### src/pkg/dgp_cfg.svh
// register indices, field positions, reset values for the dual gpio port block
`ifndef DGP_CFG_SVH
`define DGP_CFG_SVH

// ----------------------------------------------------------------------------
// register indices (byte address = index * 4)
// ----------------------------------------------------------------------------
`define DGP_IDX_OPTION      8'h81
`define DGP_IDX_PB_DIR      8'h86
`define DGP_IDX_PB_DATA     8'h06
`define DGP_IDX_PC_DATA     8'h07
`define DGP_IDX_PC_DIR      8'h87
`define DGP_IDX_ICTL        8'h0B
`define DGP_IDX_SSP         8'h94

// ----------------------------------------------------------------------------
// field positions
// ----------------------------------------------------------------------------
`define DGP_OPT_PU_N_BIT    7
`define DGP_ICTL_CHG_BIT    0
`define DGP_ICTL_EXT_BIT    1
`define DGP_SSP_I2C_EN_BIT  0
`define DGP_SSP_SMBUS_BIT   6
`define DGP_WATCH_MASK      8'hF0
`define DGP_EXT_PIN_BIT     0
`define DGP_LVP_PGM_BIT     3
`define DGP_LVP_CLK_BIT     6
`define DGP_LVP_DAT_BIT     7

// ----------------------------------------------------------------------------
// reset values
// ----------------------------------------------------------------------------
`define DGP_RST_OPTION      8'hFF
`define DGP_RST_DIR         8'hFF
`define DGP_RST_LATCH       8'h00
`define DGP_RST_SSP         8'h00

`endif

### src/pkg/dgp_pkg.sv
// types shared by the dual gpio port block
package dgp_pkg;

    // one 8-bit pad group as seen by the pad ring
    typedef struct packed {
        logic [7:0] out;
        logic [7:0] oe;
        logic [7:0] pu;
    } dgp_pad_t;

    // all state of the block
    typedef struct packed {
        logic [7:0]  pb_s1;
        logic [7:0]  pb_s2;
        logic [7:0]  pc_s1;
        logic [7:0]  pc_s2;
        logic [7:0]  pb_lat;
        logic [7:0]  pb_dir;
        logic [7:0]  pc_lat;
        logic [7:0]  pc_dir;
        logic [7:0]  opt;
        logic [7:0]  ssp;
        logic [7:0]  pb_ref;
        logic        chg_flag;
        logic        ext_flag;
        logic        ext_prev;
        logic        wr_pend;
        logic [7:0]  wr_idx;
        logic [31:0] rdata;
    } dgp_state_t;

endpackage : dgp_pkg

### src/hw/dgp_top.sv
// dual 8-bit gpio ports with pin-change flag, peripheral overrides, ahb-lite registers
//
// Local design decision: register access over AHB-Lite.
`timescale 1ns/1ps
`include "dgp_cfg.svh"

module dgp_top
    import dgp_pkg::*;
(
    // clock and reset
    input  wire logic        i_ref_clk,
    input  wire logic        i_rst_n,
    input  wire logic        i_por,
    // ahb-lite slave
    input  wire logic        i_hsel,
    input  wire logic [31:0] i_haddr,
    input  wire logic [1:0]  i_htrans,
    input  wire logic        i_hwrite,
    input  wire logic [2:0]  i_hsize,
    input  wire logic [31:0] i_hwdata,
    input  wire logic        i_hready,
    output logic             o_hreadyout,
    output logic             o_hresp,
    output logic [31:0]      o_hrdata,
    // second port pads
    input  wire logic [7:0]  i_pb_pin,
    output dgp_pad_t         o_pb_pad,
    // programming / debug mode on second port
    input  wire logic        i_lvp_active,
    input  wire logic        i_prog_data_out,
    input  wire logic        i_prog_data_oe,
    output logic [7:0]       o_pb_pin_sync,
    // interrupt and sleep
    input  wire logic        i_sleep,
    output logic             o_pin_change_flag,
    output logic             o_ext_int_flag,
    output logic             o_wake,
    // third port pads
    input  wire logic [7:0]  i_pc_pin,
    output dgp_pad_t         o_pc_pad,
    output logic             o_pc_smbus_lvl,
    // third port peripheral overrides
    input  wire logic [7:0]  i_periph_sel,
    input  wire logic [7:0]  i_periph_out,
    input  wire logic [7:0]  i_periph_oe,
    output logic [7:0]       o_pc_pin_sync,
    output logic             o_uart_rx,
    output logic             o_uart_ck_in
);

    // ------------------------------------------------------------------------
    // helpers
    // ------------------------------------------------------------------------
    function automatic logic [7:0] read_mux(input logic [7:0] idx, input dgp_state_t s);
        logic [7:0] v;
        v = 8'h00;
        case (idx)
            `DGP_IDX_OPTION:  v = s.opt;
            `DGP_IDX_PB_DIR:  v = s.pb_dir;
            `DGP_IDX_PB_DATA: v = s.pb_s2;
            `DGP_IDX_PC_DATA: v = s.pc_s2;
            `DGP_IDX_PC_DIR:  v = s.pc_dir;
            `DGP_IDX_ICTL:    v = {6'h00, s.ext_flag, s.chg_flag};
            `DGP_IDX_SSP:     v = s.ssp;
            default:          v = 8'h00;
        endcase
        return v;
    endfunction : read_mux

    // watched inputs that no longer match the reference taken at the last access
    function automatic logic [7:0] watch_diff(input dgp_state_t s);
        return (s.pb_s2 ^ s.pb_ref) & s.pb_dir & `DGP_WATCH_MASK;
    endfunction : watch_diff

    // ------------------------------------------------------------------------
    // state
    // ------------------------------------------------------------------------
    dgp_state_t st_r;
    dgp_state_t st_nxt;

    logic       acc;
    logic [7:0] acc_idx;
    logic       rd_pb;
    logic       wr_pb;
    logic [7:0] mismatch;
    logic       chg_any;
    logic       wr_ictl;
    logic [7:0] wb;

    // an address outside the word-aligned low window decodes as unmapped
    assign acc     = i_hsel && i_htrans[1] && i_hready;
    assign acc_idx = (i_haddr[31:10] == 22'h000000 && i_haddr[1:0] == 2'h0)
                     ? i_haddr[9:2] : 8'hFF;
    assign rd_pb   = acc && !i_hwrite && (acc_idx == `DGP_IDX_PB_DATA);
    assign wr_pb   = st_r.wr_pend && (st_r.wr_idx == `DGP_IDX_PB_DATA);
    assign wr_ictl = st_r.wr_pend && (st_r.wr_idx == `DGP_IDX_ICTL);
    assign wb      = i_hwdata[7:0];

    // outputs and pins 0 to 3 are never compared; programming-owned pins 6 and 7 still are
    assign mismatch = watch_diff(st_r);
    assign chg_any  = |mismatch;

    // ------------------------------------------------------------------------
    // next state
    // ------------------------------------------------------------------------
    always_comb begin
        st_nxt = st_r;
        // two-flop pin synchronisers
        st_nxt.pb_s1 = i_pb_pin;
        st_nxt.pb_s2 = st_r.pb_s1;
        st_nxt.pc_s1 = i_pc_pin;
        st_nxt.pc_s2 = st_r.pc_s1;

        // address phase
        st_nxt.wr_pend = acc && i_hwrite;
        st_nxt.wr_idx  = acc_idx;
        if (acc && !i_hwrite) begin
            st_nxt.rdata = {24'h000000, read_mux(acc_idx, st_r)};
        end

        // data phase writes: latch only, whatever the direction
        if (st_r.wr_pend) begin
            case (st_r.wr_idx)
                `DGP_IDX_OPTION:  st_nxt.opt    = wb;
                `DGP_IDX_PB_DIR:  st_nxt.pb_dir = wb;
                `DGP_IDX_PB_DATA: st_nxt.pb_lat = wb;
                `DGP_IDX_PC_DATA: st_nxt.pc_lat = wb;
                `DGP_IDX_PC_DIR:  st_nxt.pc_dir = wb;
                `DGP_IDX_SSP:     st_nxt.ssp    = wb;
                default:          st_nxt.pc_dir = st_r.pc_dir;
            endcase
        end

        // reading or writing the data register ends the mismatch
        if (rd_pb || wr_pb) begin
            st_nxt.pb_ref = st_r.pb_s2;
        end

        // flags: software clears by writing zero, a live event wins
        if (wr_ictl && !wb[`DGP_ICTL_CHG_BIT]) begin
            st_nxt.chg_flag = 1'b0;
        end
        if (chg_any) begin
            st_nxt.chg_flag = 1'b1;
        end
        st_nxt.ext_prev = st_r.pb_s2[`DGP_EXT_PIN_BIT];
        if (wr_ictl && !wb[`DGP_ICTL_EXT_BIT]) begin
            st_nxt.ext_flag = 1'b0;
        end
        if (st_r.pb_s2[`DGP_EXT_PIN_BIT] && !st_r.ext_prev) begin
            st_nxt.ext_flag = 1'b1;
        end

        // synchronous reset; the data latches survive all but power-on
        if (!i_rst_n) begin
            st_nxt.opt      = `DGP_RST_OPTION;
            st_nxt.pb_dir   = `DGP_RST_DIR;
            st_nxt.pc_dir   = `DGP_RST_DIR;
            st_nxt.ssp      = `DGP_RST_SSP;
            st_nxt.chg_flag = 1'b0;
            st_nxt.ext_flag = 1'b0;
            st_nxt.wr_pend  = 1'b0;
            st_nxt.rdata    = 32'h00000000;
            st_nxt.pb_ref   = st_r.pb_s2;
            // a write landing in the reset cycle must not disturb a kept latch
            st_nxt.pb_lat   = st_r.pb_lat;
            st_nxt.pc_lat   = st_r.pc_lat;
            if (i_por) begin
                st_nxt.pb_lat = `DGP_RST_LATCH;
                st_nxt.pc_lat = `DGP_RST_LATCH;
            end
        end
    end

    always_ff @(posedge i_ref_clk) begin
        st_r <= st_nxt;
    end

    // ------------------------------------------------------------------------
    // bus answer: zero wait states, always okay
    // ------------------------------------------------------------------------
    assign o_hreadyout = 1'b1;
    assign o_hresp     = 1'b0;
    assign o_hrdata    = st_r.rdata;

    // ------------------------------------------------------------------------
    // second port pads
    // ------------------------------------------------------------------------
    logic [7:0] pb_out;
    logic [7:0] pb_oe;

    always_comb begin
        pb_out = st_r.pb_lat;
        pb_oe  = ~st_r.pb_dir;
        // programming mode owns pgm (input only), clock (input) and data
        if (i_lvp_active) begin
            pb_oe[`DGP_LVP_PGM_BIT]  = 1'b0;
            pb_oe[`DGP_LVP_CLK_BIT]  = 1'b0;
            pb_oe[`DGP_LVP_DAT_BIT]  = i_prog_data_oe;
            pb_out[`DGP_LVP_DAT_BIT] = i_prog_data_out;
        end
    end

    assign o_pb_pad.out = pb_out;
    assign o_pb_pad.oe  = pb_oe;
    // pull-up is cut on any pin that is being driven
    assign o_pb_pad.pu  = {8{~st_r.opt[`DGP_OPT_PU_N_BIT]}} & ~pb_oe;
    assign o_pb_pin_sync = st_r.pb_s2;

    // ------------------------------------------------------------------------
    // flags and wake
    // ------------------------------------------------------------------------
    assign o_pin_change_flag = st_r.chg_flag;
    assign o_ext_int_flag    = st_r.ext_flag;
    assign o_wake            = i_sleep && st_r.chg_flag;

    // ------------------------------------------------------------------------
    // third port pads
    // ------------------------------------------------------------------------
    // a selected peripheral owns both data and enable; its oe can force either way
    assign o_pc_pad.out = (i_periph_sel & i_periph_out) | (~i_periph_sel & st_r.pc_lat);
    assign o_pc_pad.oe  = (i_periph_sel & i_periph_oe)
                        | (~i_periph_sel & ~st_r.pc_dir);
    assign o_pc_pad.pu  = 8'h00;
    assign o_pc_smbus_lvl = st_r.ssp[`DGP_SSP_I2C_EN_BIT]
                          && st_r.ssp[`DGP_SSP_SMBUS_BIT];
    assign o_pc_pin_sync = st_r.pc_s2;
    assign o_uart_rx     = st_r.pc_s2[7];
    assign o_uart_ck_in  = st_r.pc_s2[6];
endmodule : dgp_top

### config.mk
export PLATFORM = sky130hd
export DESIGN_NAME = dgp_top
export DESIGN_NICKNAME = d
export VERILOG_FILES = /design/src/pkg/dgp_pkg.sv /design/src/hw/dgp_top.sv
export VERILOG_INCLUDE_DIRS = /design/src /design/src/pkg
export SDC_FILE = /design/constraint.sdc
export NUM_CORES = 1
export LEC_CHECK = 0
export BUFFER_PORTS_ARGS = -buffer_cell sky130_fd_sc_hd__buf_2
export CORE_ASPECT_RATIO = 0.5
export CORE_UTILIZATION = 50
export DETAILED_ROUTE_END_ITERATION = 10
export GPL_ROUTABILITY_DRIVEN = 0
export HOLD_SLACK_MARGIN = 0.02
export PLACE_DENSITY = 0.86
export RECOVER_POWER = 50
export SLEW_MARGIN = 20
export SYNTH_ARGS = -nofsm -noshare
export SYNTH_HDL_FRONTEND = slang
export SYNTH_SLANG_ARGS = --single-unit
### constraint.sdc
create_clock -name i_ref_clk -period 5.3 [get_ports i_ref_clk]
set_input_delay 1.325 -clock i_ref_clk [delete_from_list [all_inputs] [get_ports i_ref_clk]]
set_output_delay 1.325 -clock i_ref_clk [all_outputs]
set_load 0.1 [all_outputs]
==> flow_summary.yaml <==
logic_synthesis:
  ys.flop_type: "dfxtp_1"
  yosys.cell_count.top_type: "dfxtp_1"
  synth_cells: 415
  yosys-top-cells-count: "dfxtp_1 (84), buf_4 (65), nand2_1 (41), nor2_1 (33), mux2i_1 (32)"
  syn_avg_cell_area_sq_um: 11.1
  synth_top_area_cell: "dfxtp_1"
  synthDistinctLibCells: 51
  async_flop_share_pct: 0
  ys_seq_elements: 104
  synthTopCellsByArea: "dfxtp_1 (36%), edfxtp_1 (13%), buf_4 (11%), mux2i_1 (6.9%), mux4_2 (3.9%)"
  yosysWarnings: 0
  synth_top_area_share_pct: 36.4
  synth-edff-count: 20
  syn_area_sq_um: 4620
  ys_seq_area_share_pct: 49.4
timing:
  slew_violations: 39
  setup-tns-final_ps: 0
  worst_pin_slew_ps: 1650
  setup_ws_ps: 1630
  setup_viol: 0
  grt_setup_unrepaired: "no"
  period_share_pct: 69.2
  finalHoldViolations: 0
  min_period_ps: 3670
  skew_ps: 8.76
  timing.hold.ws_ps: 321
  fmax_ghz: 0.273
  max_slew_margin_pct: -9.91
clock_tree:
  cts_tree: "yes"
  root_buffer: "clkbuf_16"
  cts_setup_buffers: 0
  clock_path_buffers: 2
  clock-sinks: 104
  cts_buffers: 9
  ctsResizeCount: 0
  worstSkewPairLatency_ps: 340
  clkTransAtPathRegs_ps: 70
  htreeDepth: 3
  hold_buffers: 0
detailed_routing:
  drt_iter0_markers: 290
  drt_wl_total_um: 10600
  drc: 0
  postRouteAntennaNets: 0
  vias_per_cell: 5.28
  wl_per_cell_um: 16.0
  drtPass1Iterations: 9
  vias: 3505
status:
  violations: "capacitance limit, slew limit"
  status: "finished with violations"
setup_path:
  crit_buf_inv: 2
  cp.required_ps: 5290
  cpPeakStageDelay_ps: 1170
  start_kind: "input port"
  path_max_fanout: 38
  worst-endpoint-arrival_ps: 3660
  endpoint_kind: "register"
  cp-startpoint: "i_rst_n"
  path_class: "input port to register"
  crit_chain: "clkbuf_1 -> inv_1 -> nand2_1 -> o21ai_1"
  cp_slowest_cell: "clkbuf_1"
  r2r_start: "st_r[36]$_DFF_P_"
  crit_family: "buffers and inverters"
die:
  io-pin-count: 223
  dieArea_sq_um: 9650
  core_sq_um: 8830
  initial_core_util_pct: 52.3
  die_h_um: 70.0
  rows: 24
  die_w_um: 138
placed_design:
  dp_hpwl_um: 8050
  place_area_sq_um: 5150
  port_buffers: 160
  place_ws_ps: 1860
job:
  maxCapViolCount: 1
finish:
  syn_to_final_growth_pct: 17.9
  nFillCells: 697
  drive_above_1_share_pct: 38.6
  final_util_pct: 61.7
  antenna_cells: 0
  fin_nets: 661
  final_cell_area_sq_um: 5450
grt:
  grt_start_max_net_pins: 39
  grt.total_usage_pct: 23.1
  grt_pass1_vias: 3347
  antenna_found_initial: 0
  grt_pass1_wl_um: 16500
  overflow: 0
power_and_ir_drop:
  leakage_nw: 2.69
  ir_drop_v: 0.000271
  p_per_area_nw_per_um2: 346
min_path:
  min_from: "st_nxt[103]$_DFF_P_"
  hp-class: "register to register"
[final timing paths]
path / cells past startpoint / slack (ps) / end
worst max-delay path: 4 / 1630 / st_r[80]$_DFFE_PP_
worst min-delay path: 0 / 320 / o_pc_pin_sync[3]$_DFF_P_
worst max register to register: 4 / 3010 / st_r[83]$_DFFE_PP_
worst min register to register: 0 / 320 / o_pc_pin_sync[3]$_DFF_P_
[logic make-up (layout without fill, tap and decap cells)]
family                 after synthesis  after routing  synth area share [%]
AND/OR/NAND/NOR                    133            133                  17.5
flip-flops                         104            104                  49.4
buffers and inverters               85            185                  12.4
multiplexers                        49             49                  13.0
AO/OA/AOI/OAI                       38             38                  6.77
XOR/XNOR                             4              4                 0.758
other                                2             34                 0.163
[layout by cell type, fill, tap and decap left out, types with 6 or more instances in the layout]
master	synthesis	final
mux4_2	8	8
a222oi_1	6	6
or3_1	7	7
buf_2	2	157
o21ai_0	10	9
conb_1	2	34
edfxtp_1	20	20
nand2_1	41	41
mux2_2	9	9
clkbuf_16	0	11
dfxtp_1	84	84
and3_1	8	8
nor2_1	33	33
nand3_1	7	7
clkbuf_1	9	6
inv_1	7	7
mux2i_1	32	32
[power breakdown]
group,switching (mW),total [mW],internal (mW)
Sequential,0.00907,0.833,0.824
Clock,0.276,0.699,0.423
Combinational,0.295,0.353,0.0572
[worst reg2reg max path: cells and delay by family, from the launching register on]
kind	cells	cell delay (ps)
AO/OA/AOI/OAI	1	760
flip-flops	1	320
AND/OR/NAND/NOR	3	840
[stage by stage]
stage | cells | total power [mW]
after global routing | 664 | 1.94
after detailed placement | 648 | 1.20
after floorplan | 447 | 1.16
after CTS | 664 | 1.90
final | 664 | 1.88
after global placement | 648 | 1.20
[metal layers]
layer / track usage, % / wire (um)
met3: 6.54 / 944
met5: 0 / 0
met2: 37.8 / 5210
met4: 9.18 / 229
met1: 28.8 / 4240
[final cells by class]
| cell class | instances | area [sq um] | area share, % |
|---|---|---|---|
| multi-input cells | 258 | 1860 | 34.2 |
| repair buffers | 161 | 805 | 14.8 |
| inverters | 8 | 30.0 | 0.551 |
| clock buffers | 14 | 287 | 5.26 |
| clock inverters | 2 | 35.0 | 0.643 |
| well taps | 117 | 146 | 2.69 |
| flip-flops and latches | 104 | 2280 | 41.9 |
[flip-flops by register name, indices dropped and copies added, names as in the netlist]
name / cells
o_ext_int_flag: 1
o_hrdata: 8
o_pb_pad: 7
o_pb_pin_sync: 8
o_pc_pin_sync: 8
o_pin_change_flag: 1
st_nxt: 16
st_r: 55
Note: power is estimated with default switching activity, not from simulation.
